$ cat src/design/tsh_pkg.sv
// Package for the test start handshake block: timing constants and carriers.
// Assumes a single 100 MHz clock; all times are counted in clk_i cycles.
`default_nettype none
package tsh_pkg;
    localparam int unsigned CLK_HZ          = 100_000_000;
    localparam int unsigned CYC_PER_MS      = CLK_HZ / 1000;
    localparam int unsigned DETECT_MS       = 1;
    localparam int unsigned TABLE_SWITCH_MS = 10;
    localparam int unsigned DISCHARGE_MS    = 20;
    localparam int unsigned SAMPLE_MS       = 50;
    localparam int unsigned JUDGE_MS        = 15;
    localparam int unsigned DELAY_MAX_MS    = 9999;
    localparam int unsigned MS_TICK_CYC     = CYC_PER_MS;
    localparam int unsigned MS_CNT_W        = 17;
    localparam int unsigned PHASE_CNT_W     = 14;

    localparam logic [7:0] TABLE_RESET      = 8'h00;
    localparam logic [15:0] VOLT_RESET      = 16'h0000;

    // Judgment result bundle as seen at the contacts
    typedef struct packed {
        logic       pass;
        logic       fail;
        logic [3:0] out_fn;
        logic       err;
    } tsh_judge_t;

    typedef enum logic [2:0] {
        TSH_IDLE   = 3'b000,
        TSH_DETECT = 3'b001,
        TSH_SWITCH = 3'b011,
        TSH_DELAY  = 3'b010,
        TSH_SAMPLE = 3'b110,
        TSH_JUDGE  = 3'b111
    } tsh_state_t;
endpackage
`default_nettype wire

$ cat src/design/tsh_top.sv
// Test start handshake: start contact, table latch, phase timing and result contacts.
// Assumes inputs synchronous to clk_i; the measurement core supplies volts and results.
//
// Operation
// - Start is recognised about 1 ms after contact turns ON.
// - Table switching takes about 10 ms before trigger delay.
// - Lower new test voltage adds a discharge interval to switching.
// - Pulse application and sampling lasts about 50 ms.
// - Computation and judgment lasts about 15 ms.
// - Multi-pulse judgment phase covers only the last pulse.
// - Judgment outputs settle before end-of-measurement asserts.
// - Start ignored while end-of-measurement is OFF.
// - Sourcing setting: terminal level equals logical state.
// - Sinking setting: terminal level is inverse of logical state.
// - Table selection latched at start, switched before testing.
// - Sampling-complete asserts when pulse application and sampling finish.
// - Judgment and error outputs update one cycle before end-of-measurement asserts.
// - Test begins on start OFF-to-ON transition, not level.
`default_nettype none
module tsh_top
    import tsh_pkg::*;
#(
    parameter int unsigned MS_TICK   = tsh_pkg::MS_TICK_CYC,
    parameter int unsigned SWITCH_MS = tsh_pkg::TABLE_SWITCH_MS,
    parameter int unsigned DISCH_MS  = tsh_pkg::DISCHARGE_MS,
    parameter int unsigned SAMP_MS   = tsh_pkg::SAMPLE_MS,
    parameter int unsigned JUDG_MS   = tsh_pkg::JUDGE_MS
)(
    input  wire logic               clk_i,            // 100 MHz clock
    input  wire logic               rst_n_i,          // Async reset, active low
    input  wire logic               sourcing_i,       // 1 sourcing, 0 sinking contacts
    input  wire logic               start_term_i,     // Start terminal level
    input  wire logic [7:0]         table_term_i,     // Table selection terminal levels
    input  wire logic [13:0]        trig_delay_ms_i,  // Trigger delay in ms
    input  wire logic [15:0]        table_volt_i,     // Test voltage of selected table
    input  wire tsh_pkg::tsh_judge_t judge_i,         // Results from measurement core
    output logic [7:0]              table_sel_o,      // Latched table number
    output logic                    table_load_o,     // Pulse: load table now
    output logic                    pulse_run_o,      // Level: pulse and sampling phase
    output logic                    index_term_o,     // Sampling-complete terminal level
    output logic                    done_term_o,      // End-of-measurement terminal level
    output tsh_pkg::tsh_judge_t     judge_term_o      // Result terminal levels
);
    import tsh_pkg::*;

    tsh_state_t             state;
    tsh_state_t             next_state;
    logic [MS_CNT_W-1:0]    tick_cnt;
    logic [PHASE_CNT_W-1:0] ms_cnt;
    logic                   start_prev;
    logic [7:0]             table_sel;
    logic [15:0]            prev_volt;
    logic                   index_on;
    logic                   done_on;
    tsh_judge_t             judge_q;

    // Contact polarity applied at the boundary only
    wire        start_on   = sourcing_i ? start_term_i : ~start_term_i;
    wire [7:0]  table_on   = sourcing_i ? table_term_i : ~table_term_i;
    wire        start_rise = start_on & ~start_prev;
    wire        ms_tick    = (tick_cnt == MS_CNT_W'(MS_TICK - 1));
    wire        volt_drop  = (table_volt_i < prev_volt);
    wire [PHASE_CNT_W-1:0] switch_len = volt_drop ?
                           PHASE_CNT_W'(SWITCH_MS + DISCH_MS) : PHASE_CNT_W'(SWITCH_MS);
    wire [13:0] delay_ms   = (trig_delay_ms_i > 14'(DELAY_MAX_MS)) ? 14'(DELAY_MAX_MS) : trig_delay_ms_i;
    wire        phase_end  = ms_tick & (ms_cnt == '0);

    always_comb
    begin
        next_state = state;
        unique case (state)
            TSH_IDLE:   if (start_rise && done_on) next_state = TSH_DETECT;
            TSH_DETECT: if (phase_end) next_state = TSH_SWITCH;
            TSH_SWITCH: if (phase_end) next_state = TSH_DELAY;
            TSH_DELAY:  if (phase_end || ms_cnt == '0 && delay_ms == '0) next_state = TSH_SAMPLE;
            TSH_SAMPLE: if (phase_end) next_state = TSH_JUDGE;
            TSH_JUDGE:  if (phase_end) next_state = TSH_IDLE;
            default:    next_state = TSH_IDLE;
        endcase
    end

    // Millisecond divider restarts per phase so each phase length is exact
    always_ff @(posedge clk_i or negedge rst_n_i)
    begin
        if (!rst_n_i)
            tick_cnt <= '0;
        else if (next_state != state || ms_tick)
            tick_cnt <= '0;
        else
            tick_cnt <= tick_cnt + MS_CNT_W'(1);
    end

    always_ff @(posedge clk_i or negedge rst_n_i)
    begin
        if (!rst_n_i)
            ms_cnt <= '0;
        else if (next_state != state)
        begin
            unique case (next_state)
                TSH_DETECT: ms_cnt <= PHASE_CNT_W'(DETECT_MS - 1);
                TSH_SWITCH: ms_cnt <= switch_len - PHASE_CNT_W'(1);
                TSH_DELAY:  ms_cnt <= (delay_ms == '0) ? '0 : delay_ms - 14'd1;
                TSH_SAMPLE: ms_cnt <= PHASE_CNT_W'(SAMP_MS - 1);
                TSH_JUDGE:  ms_cnt <= PHASE_CNT_W'(JUDG_MS - 1);
                default:    ms_cnt <= '0;
            endcase
        end
        else if (ms_tick && ms_cnt != '0)
            ms_cnt <= ms_cnt - PHASE_CNT_W'(1);
    end

    always_ff @(posedge clk_i or negedge rst_n_i)
    begin
        if (!rst_n_i)
        begin
            state      <= TSH_IDLE;
            start_prev <= 1'b0;
            table_sel  <= TABLE_RESET;
            prev_volt  <= VOLT_RESET;
            index_on   <= 1'b0;
            done_on    <= 1'b1;
            judge_q    <= '0;
        end
        else
        begin
            state      <= next_state;
            start_prev <= start_on;
            // Done contact still OFF in the first idle cycle, so starts there are refused
            if (state == TSH_IDLE && start_rise && done_on)
            begin
                table_sel <= table_on;
                done_on   <= 1'b0;
                index_on  <= 1'b0;
            end
            if (state == TSH_SWITCH && next_state == TSH_DELAY)
                prev_volt <= table_volt_i;
            if (state == TSH_SAMPLE && next_state == TSH_JUDGE)
                index_on <= 1'b1;
            // Results land one cycle ahead of the done contact
            if (state == TSH_JUDGE && next_state == TSH_IDLE)
                judge_q <= judge_i;
            if (state == TSH_IDLE && done_on == 1'b0)
                done_on <= 1'b1;
        end
    end

    assign table_sel_o  = table_sel;
    assign table_load_o = (state == TSH_DETECT) && phase_end;
    assign pulse_run_o  = (state == TSH_SAMPLE);
    assign index_term_o = sourcing_i ? index_on : ~index_on;
    assign done_term_o  = sourcing_i ? done_on : ~done_on;
    assign judge_term_o = sourcing_i ? judge_q : ~judge_q;
endmodule
`default_nettype wire

$ cat config.mk
export PLATFORM = sky130hd
export DESIGN_NAME = tsh_top
export DESIGN_NICKNAME = d
export VERILOG_FILES = /design/src/design/tsh_pkg.sv /design/src/design/tsh_top.sv
export SDC_FILE = /design/constraint.sdc
export NUM_CORES = 1
export LEC_CHECK = 0
export BUFFER_PORTS_ARGS = -buffer_cell sky130_fd_sc_hd__buf_2
export CAP_MARGIN = 30
export CORE_MARGIN = 5
export CORE_UTILIZATION = 45
export CTS_BUF_LIST = sky130_fd_sc_hd__clkbuf_8
export DETAILED_ROUTE_END_ITERATION = 7
export GPL_TIMING_DRIVEN = 0
export PLACE_DENSITY = 0.66
export SYNTH_ARGS = -nofsm -noshare
export SYNTH_HDL_FRONTEND = slang
export SYNTH_SLANG_ARGS = --single-unit
export TNS_END_PERCENT = 10
$ cat constraint.sdc
create_clock -name clk_i -period 2.9 [get_ports clk_i]
set_input_delay 0.58 -clock clk_i [delete_from_list [all_inputs] [get_ports clk_i]]
set_output_delay 0.58 -clock clk_i [all_outputs]
set_load 0.005 [all_outputs]
Word level (Yosys, flattened, before mapping)
Cells that the tools add are included.
{"block": "totals", "reg_bits": 68, "output_inout_bits": 19, "elab_cells": 79}
{"block": "op_classes", "add_sub_neg": 4, "n_lt_le_gt_ge": 2, "eq_ne": 11, "n_mux": 22, "bitwise": 8, "reduce_logical": 20}
{"operator": "$mux W14", "count": 4}
{"operator": "$pmux W14 S4", "count": 1}
{"operator": "$logic_not A14 Y1", "count": 2}
{"operator": "$sub A14 B1 Y14 const B", "count": 2}
{"operator": "$mux W3", "count": 6}
{"operator": "$pmux W3 S6", "count": 1}
{"operator": "$add A17 B1 Y17 const B", "count": 1}
{"operator": "$eq A17 B17 Y1 const B", "count": 1}
{"operator": "$mux W17", "count": 1}
{"operator": "$lt A16 B16 Y1", "count": 1}
{"operator": "$gt A14 B14 Y1 const B", "count": 1}
{"operator": "$reduce_bool A14 Y1", "count": 1}
{"operator": "$eq A3 B2 Y1 const B", "count": 4}
{"operator": "$eq A3 B3 Y1 const B", "count": 4}
{"operator": "$logic_and A1 B1 Y1", "count": 10}
{"operator": "$mux W8", "count": 1}
{"operator": "$not A8 Y8", "count": 1}
{"operator": "$mux W7", "count": 1}
{"operator": "$not A7 Y7", "count": 1}
{"operator": "$logic_not A3 Y1", "count": 2}
{"operator": "$mux W1", "count": 6}
{"operator": "$reduce_bool A2 Y1", "count": 3}
{"operator": "$sub A5 B1 Y6 const B", "count": 1}
{"operator": "$mux W5", "count": 1}
{"operator": "other kinds (5)", "count": 10}

Depth between registers and ports, before layout
{"block": "logic_depth", "ltp_word": 10, "depth_mapped": 12, "ltp_nobuf": 11}

Worst setup path after synthesis
OpenSTA, ideal clock, no wires.
{"block": "synth_path", "path_kind": "input to register", "start": "in trig_delay_ms_i[6]", "end": "reg tick_cnt[7]", "setup_time_ps": 119, "arrival_ps": 3033, "required_time_ps": 2781, "slack_ps": -252, "path_stages": 11, "path_buffers": 1, "cell_sequence": "nor4_1 -> o21ai_0 -> nor2_1 -> ha_1 -> nor3b_1 -> nand3_1 -> nor4_1 -> o2111ai_1 -> nand3_2 -> buf_4 -> nor2_1"}
{"block": "synth_via", "elab_chain_len": 10}
{"element": "from (decl)", "line": "tsh_top.sv:34", "text": "input wire logic [13:0] trig_delay_ms_i,"}
{"element": "$gt A14 B14 Y1", "line": "tsh_top.sv:65", "text": "wire [13:0] delay_ms = (trig_delay_ms_i > 14'(DELAY_MAX_MS)) ? 14'(DELAY_MAX_MS) : trig_delay_ms_i;"}
{"element": "$mux W14 *", "line": "tsh_top.sv:65"}
{"element": "$logic_not A14 Y1 *", "line": "tsh_top.sv:75", "text": "TSH_DELAY: if (phase_end || ms_cnt == '0 && delay_ms == '0) next_state = TSH_SAMPLE;"}
{"element": "$logic_and A1 B1 Y1 *", "line": "tsh_top.sv:75"}
{"element": "$logic_or A1 B1 Y1 *", "line": "tsh_top.sv:75"}
{"element": "$mux W3 *", "line": "tsh_top.sv:75"}
{"element": "$pmux W3 S6 *", "line": "tsh_top.sv:71", "text": "unique case (state)"}
{"element": "$ne A3 B3 Y1 *", "line": "tsh_top.sv:87", "text": "else if (next_state != state || ms_tick)"}
{"element": "$logic_or A1 B1 Y1 *", "line": "tsh_top.sv:87"}
{"element": "$mux W17 *", "line": "tsh_top.sv:87"}
{"element": "to (signal assigned)", "line": "tsh_top.sv:90", "text": "tick_cnt <= tick_cnt + MS_CNT_W'(1);"}
{"element": "to (decl)", "line": "tsh_top.sv:48", "text": "logic [MS_CNT_W-1:0] tick_cnt;"}
Mark *: on every way between the ends. The rest lies on a longest branch, timed or not.
A chain may end at the register's enable or synchronous reset.

Worst setup path after layout
{"block": "layout_path", "start": "reg tick_cnt[11]", "end": "out table_load_o"}
{"block": "layout_via", "elab_chain_len": 3}
{"element": "$eq A17 B17 Y1", "line": "tsh_top.sv:61", "text": "wire ms_tick = (tick_cnt == MS_CNT_W'(MS_TICK - 1));"}
{"element": "$and A1 B1 Y1", "line": "tsh_top.sv:66", "text": "wire phase_end = ms_tick & (ms_cnt == '0);"}
{"element": "$logic_and A1 B1 Y1", "line": "tsh_top.sv:148", "text": "assign table_load_o = (state == TSH_DETECT) && phase_end;"}
{"element": "to (decl)", "line": "tsh_top.sv:38", "text": "output logic table_load_o,"}
No other way between the ends.

==> impl_metrics.py <==
metrics = {
    "sta": {
        "drv_slew": 0,
        "worstMarginPinSlew_ps": 850.5,
        "slew_headroom": 0.4330,
        "hold_violations": 0,
        "finalHoldWorstSlack_ps": 341.9,
        "max_freq_ghz": 0.3448,
        "fin_tns_setup_ps": -0.3038,
        "grt_setup_unrepaired": "true",
        "finalWorstSetupSlack_ps": -0.3038,
        "setup_viol": 1,
        "fin_crit_ps": 2900,
        "finClkSkew_ps": 12.72,
        "post-route-period-util": 1.000,
    },
    "synth": {
        "synth_adder_area_share": 0.05383,
        "ys_seq_elements": 68,
        "synthSimpleGateAreaFrac": 0.2183,
        "synth.avg_cell_area_um2": 9.423,
        "synth_mux_area_frac": 0.04306,
        "synthFlopType": "dfrtp_1",
        "synth_top_family_by_area": "simple AND/OR/NAND/NOR gates",
        "synth_compound_area_frac": 0.1226,
        "syn_inst": 444,
        "syn-num-nets": 511,
        "synth_edf_count": 0,
        "ys_warn_count": 0,
        "synth_area_um2": 4184,
        "ys_types": 69,
        "synth-seq-area-share": 0.4070,
        "synth_xor_area_frac": 0.1130,
        "ys_async_sr_fraction": 1.000,
    },
    "clocking": {
        "numCtsBuffers": 9,
        "cts_tree": "yes",
        "clockBufferDepth": 2,
        "clk_pin_slew_ps": 80,
        "cts.sinks": 68,
        "clkLatencyLatePin_ps": 350,
        "h-tree-depth": 3,
        "cts_hold_buf": 0,
        "clockRootBuffer": "clkbuf_8",
    },
    "power_and_ir_drop": {
        "p_sw_w": 0.0004680,
        "pwr-share-clk": 0.443,
        "irDropWorstVdd_mv": 0.1934,
        "power_density_nw_per_um2": 385.1,
        "combPwrFrac": 0.077,
        "p_int_w": 0.001528,
        "power_leakage_nw": 2.367,
        "sequentialPowerShare": 0.480,
        "p_sw_frac": 0.2345,
    },
    "cells_and_area": {
        "nFillCells": 802,
        "drive_above_1_share": 0.2865,
        "num-nets-final": 603,
        "area_delta_synth_final_pct": 23.86,
        "mostFrequentLayoutCell": "buf_2",
        "antenna_cells": 0,
        "design_area_um2": 5182,
        "utilization": 0.5662,
        "layout_common_cells": "66 x buf_2, 64 x dfrtp_1, 43 x nand2_1",
    },
    "outcome": {
        "violations": "negative setup slack",
        "outcome": "complete, but fails checks",
    },
    "floorplan": {
        "die_y_um": 106.4,
        "die_w_um": 106.4,
        "core-area_um2": 9153,
        "rows": 35,
        "fp.dieArea_um2": 11330,
        "initial_utilization": 0.4571,
        "io_pins": 68,
    },
    "detailed_routing": {
        "drtIter0Drc": 183,
        "via_per_inst": 5.546,
        "wl_per_cell_um": 15.16,
        "drc": 0,
        "vias": 3616,
        "ant_nets": 0,
        "wl_mm": 9.886,
        "drtPass1Iterations": 5,
    },
    "worst_setup_path": {
        "critPathLaunch": "tick_cnt[11]$_DFF_PN0_",
        "worstSetupEndpointType": "primary output",
        "worstSetupPathType": "reg -> out",
        "cp-start-kind": "flop",
        "worstReg2RegStart": "ms_cnt[0]$_DFFE_PN0P_",
        "worstPathRequired_ps": 2320,
        "worstPathArrival_ps": 2320,
        "crit_fanout": 2,
    },
    "grt": {
        "grt_antenna_before_repair": 0,
        "first_global_vias": 3577,
        "grt_pass1_wl_mm": 16.83,
        "grtUsageTotal": 0.1829,
        "grt_overflow": 0,
        "grt_start_max_net_pins": 69,
    },
    "placed_design": {
        "place_congestion": 0.8884,
        "place_ws_ps": -754.3,
        "hpwl_mm": 7.223,
        "io_buffers": 65,
        "postPlaceCellArea_um2": 4662,
    },
    "min_path": {
        "hp-class": "in -> async",
    },
    "flow_run": {
        "maxCapViolations": 0,
    },
}
[cells by family after synthesis]
group / count (synthesis)
xor+xnor: 54
buf+inv: 43
simple gates: 166
fa+ha+maj: 18
mux: 17
compound gates: 78
flops: 68
[path summary, 6_finish.rpt]
path                                              end  slack, ps  depth (start not counted)
min in group clk_i          prev_volt[13]$_DFFE_PN0P_        450                          3
max in group asynchronous       tick_cnt[5]$_DFF_PN0_       1980                          1
hold / removal               prev_volt[2]$_DFFE_PN0P_        340                          1
hold reg to reg            table_sel_o[7]$_DFFE_PN0P_        480                          2
setup / recovery                         table_load_o       -0.3                          6
setup reg to reg                ms_cnt[0]$_DFFE_PN0P_        100                          9
[registers in the layout, indices dropped and copies added, names as in the netlist]
signal / count
tick_cnt: 17
prev_volt: 16
ms_cnt: 14
table_sel_o: 8
judge_q: 7
state: 3
done_on: 1
index_on: 1
start_prev: 1
[cells in the mapped netlist (all sizes together) (2+ instances only)]
| master | instances | area share |
|---|---|---|
| o21ai | 36 | 0.045 |
| o21a | 2 | 0.0036 |
| a211oi | 2 | 0.0036 |
| nor4b | 3 | 0.0078 |
| a31oi | 3 | 0.0045 |
| and3 | 2 | 0.0030 |
| mux2i | 9 | 0.022 |
| and4 | 4 | 0.0084 |
| xnor2 | 31 | 0.065 |
| clkbuf | 8 | 0.0072 |
| mux2 | 8 | 0.022 |
| o22ai | 4 | 0.0075 |
| or3 | 3 | 0.0045 |
| a21o | 3 | 0.0054 |
| nand2 | 44 | 0.040 |
| buf | 5 | 0.0078 |
| o221ai | 2 | 0.0042 |
| xor2 | 23 | 0.048 |
| o2111ai | 5 | 0.010 |
| or4 | 7 | 0.015 |
| a21oi | 8 | 0.0096 |
| nand3 | 15 | 0.019 |
| dfrtp | 67 | 0.40 |
| nor3 | 9 | 0.013 |
| a211o | 2 | 0.0045 |
| ha | 18 | 0.054 |
| inv | 29 | 0.026 |
| nand4 | 10 | 0.016 |
| nor2 | 44 | 0.044 |
| nor4 | 13 | 0.025 |
| nand4b | 2 | 0.0042 |
| or2 | 3 | 0.0045 |
| o311ai | 2 | 0.0042 |
| or4b | 2 | 0.0048 |
| a21boi | 3 | 0.0054 |
[power groups by stage]
stage                     sequential [W]  clock [W]  combinational (W)
after CTS                       0.000957   0.000904           0.000154
after floorplan                 0.000976          0          0.0000628
final                           0.000957   0.000885           0.000154
after global routing            0.000958   0.000945           0.000174
after detailed placement        0.000976          0           0.000150
after global placement          0.000976          0           0.000146
[worst max-delay path, stage by stage, from the launching register on]
cell and delay (ps):
dfrtp_2 440, nor4b_4 330, nand2_1 130, or4_4 520, nor4b_4 210, and4_1 220, buf_2 120
[cell type report]
class                   instances  area [um2]  area share
inverters                      30       113.9     0.02197
clock inverters                 6       86.33     0.01666
multi-input cells             334        2495      0.4814
clock buffers                  10       137.6     0.02656
plain buffers                  13       63.81     0.01231
well taps                     111       138.9     0.02680
flip-flops and latches         68        1707      0.3293
repair buffers                 80       440.4     0.08498
[layer usage]
layer / track usage / part of all wire / vias to the layer above
met5: 0 / 0 / -
met4: 0.05662 / 0.015 / 0
met3: 0.03400 / 0.063 / 20
met2: 0.2928 / 0.46 / 127
met1: 0.2521 / 0.46 / 1708
li1: - / - / 1761
[metrics by stage]
step / power (W) / cells
after detailed placement: 0.001126 / 620
after floorplan: 0.001038 / 444
after global placement: 0.001122 / 620
final: 0.001996 / 652
after global routing: 0.002077 / 652
after CTS: 0.002016 / 649
[timing repair]
action / CTS / global route
endpoints found under the setup margin: 42 / 44
pin swaps: 7 / 6
setup buffers: 12 / 3
resized for setup: 23 / 14
gates cloned: 1 / 0
Note: power is estimated with default switching activity, not from simulation.
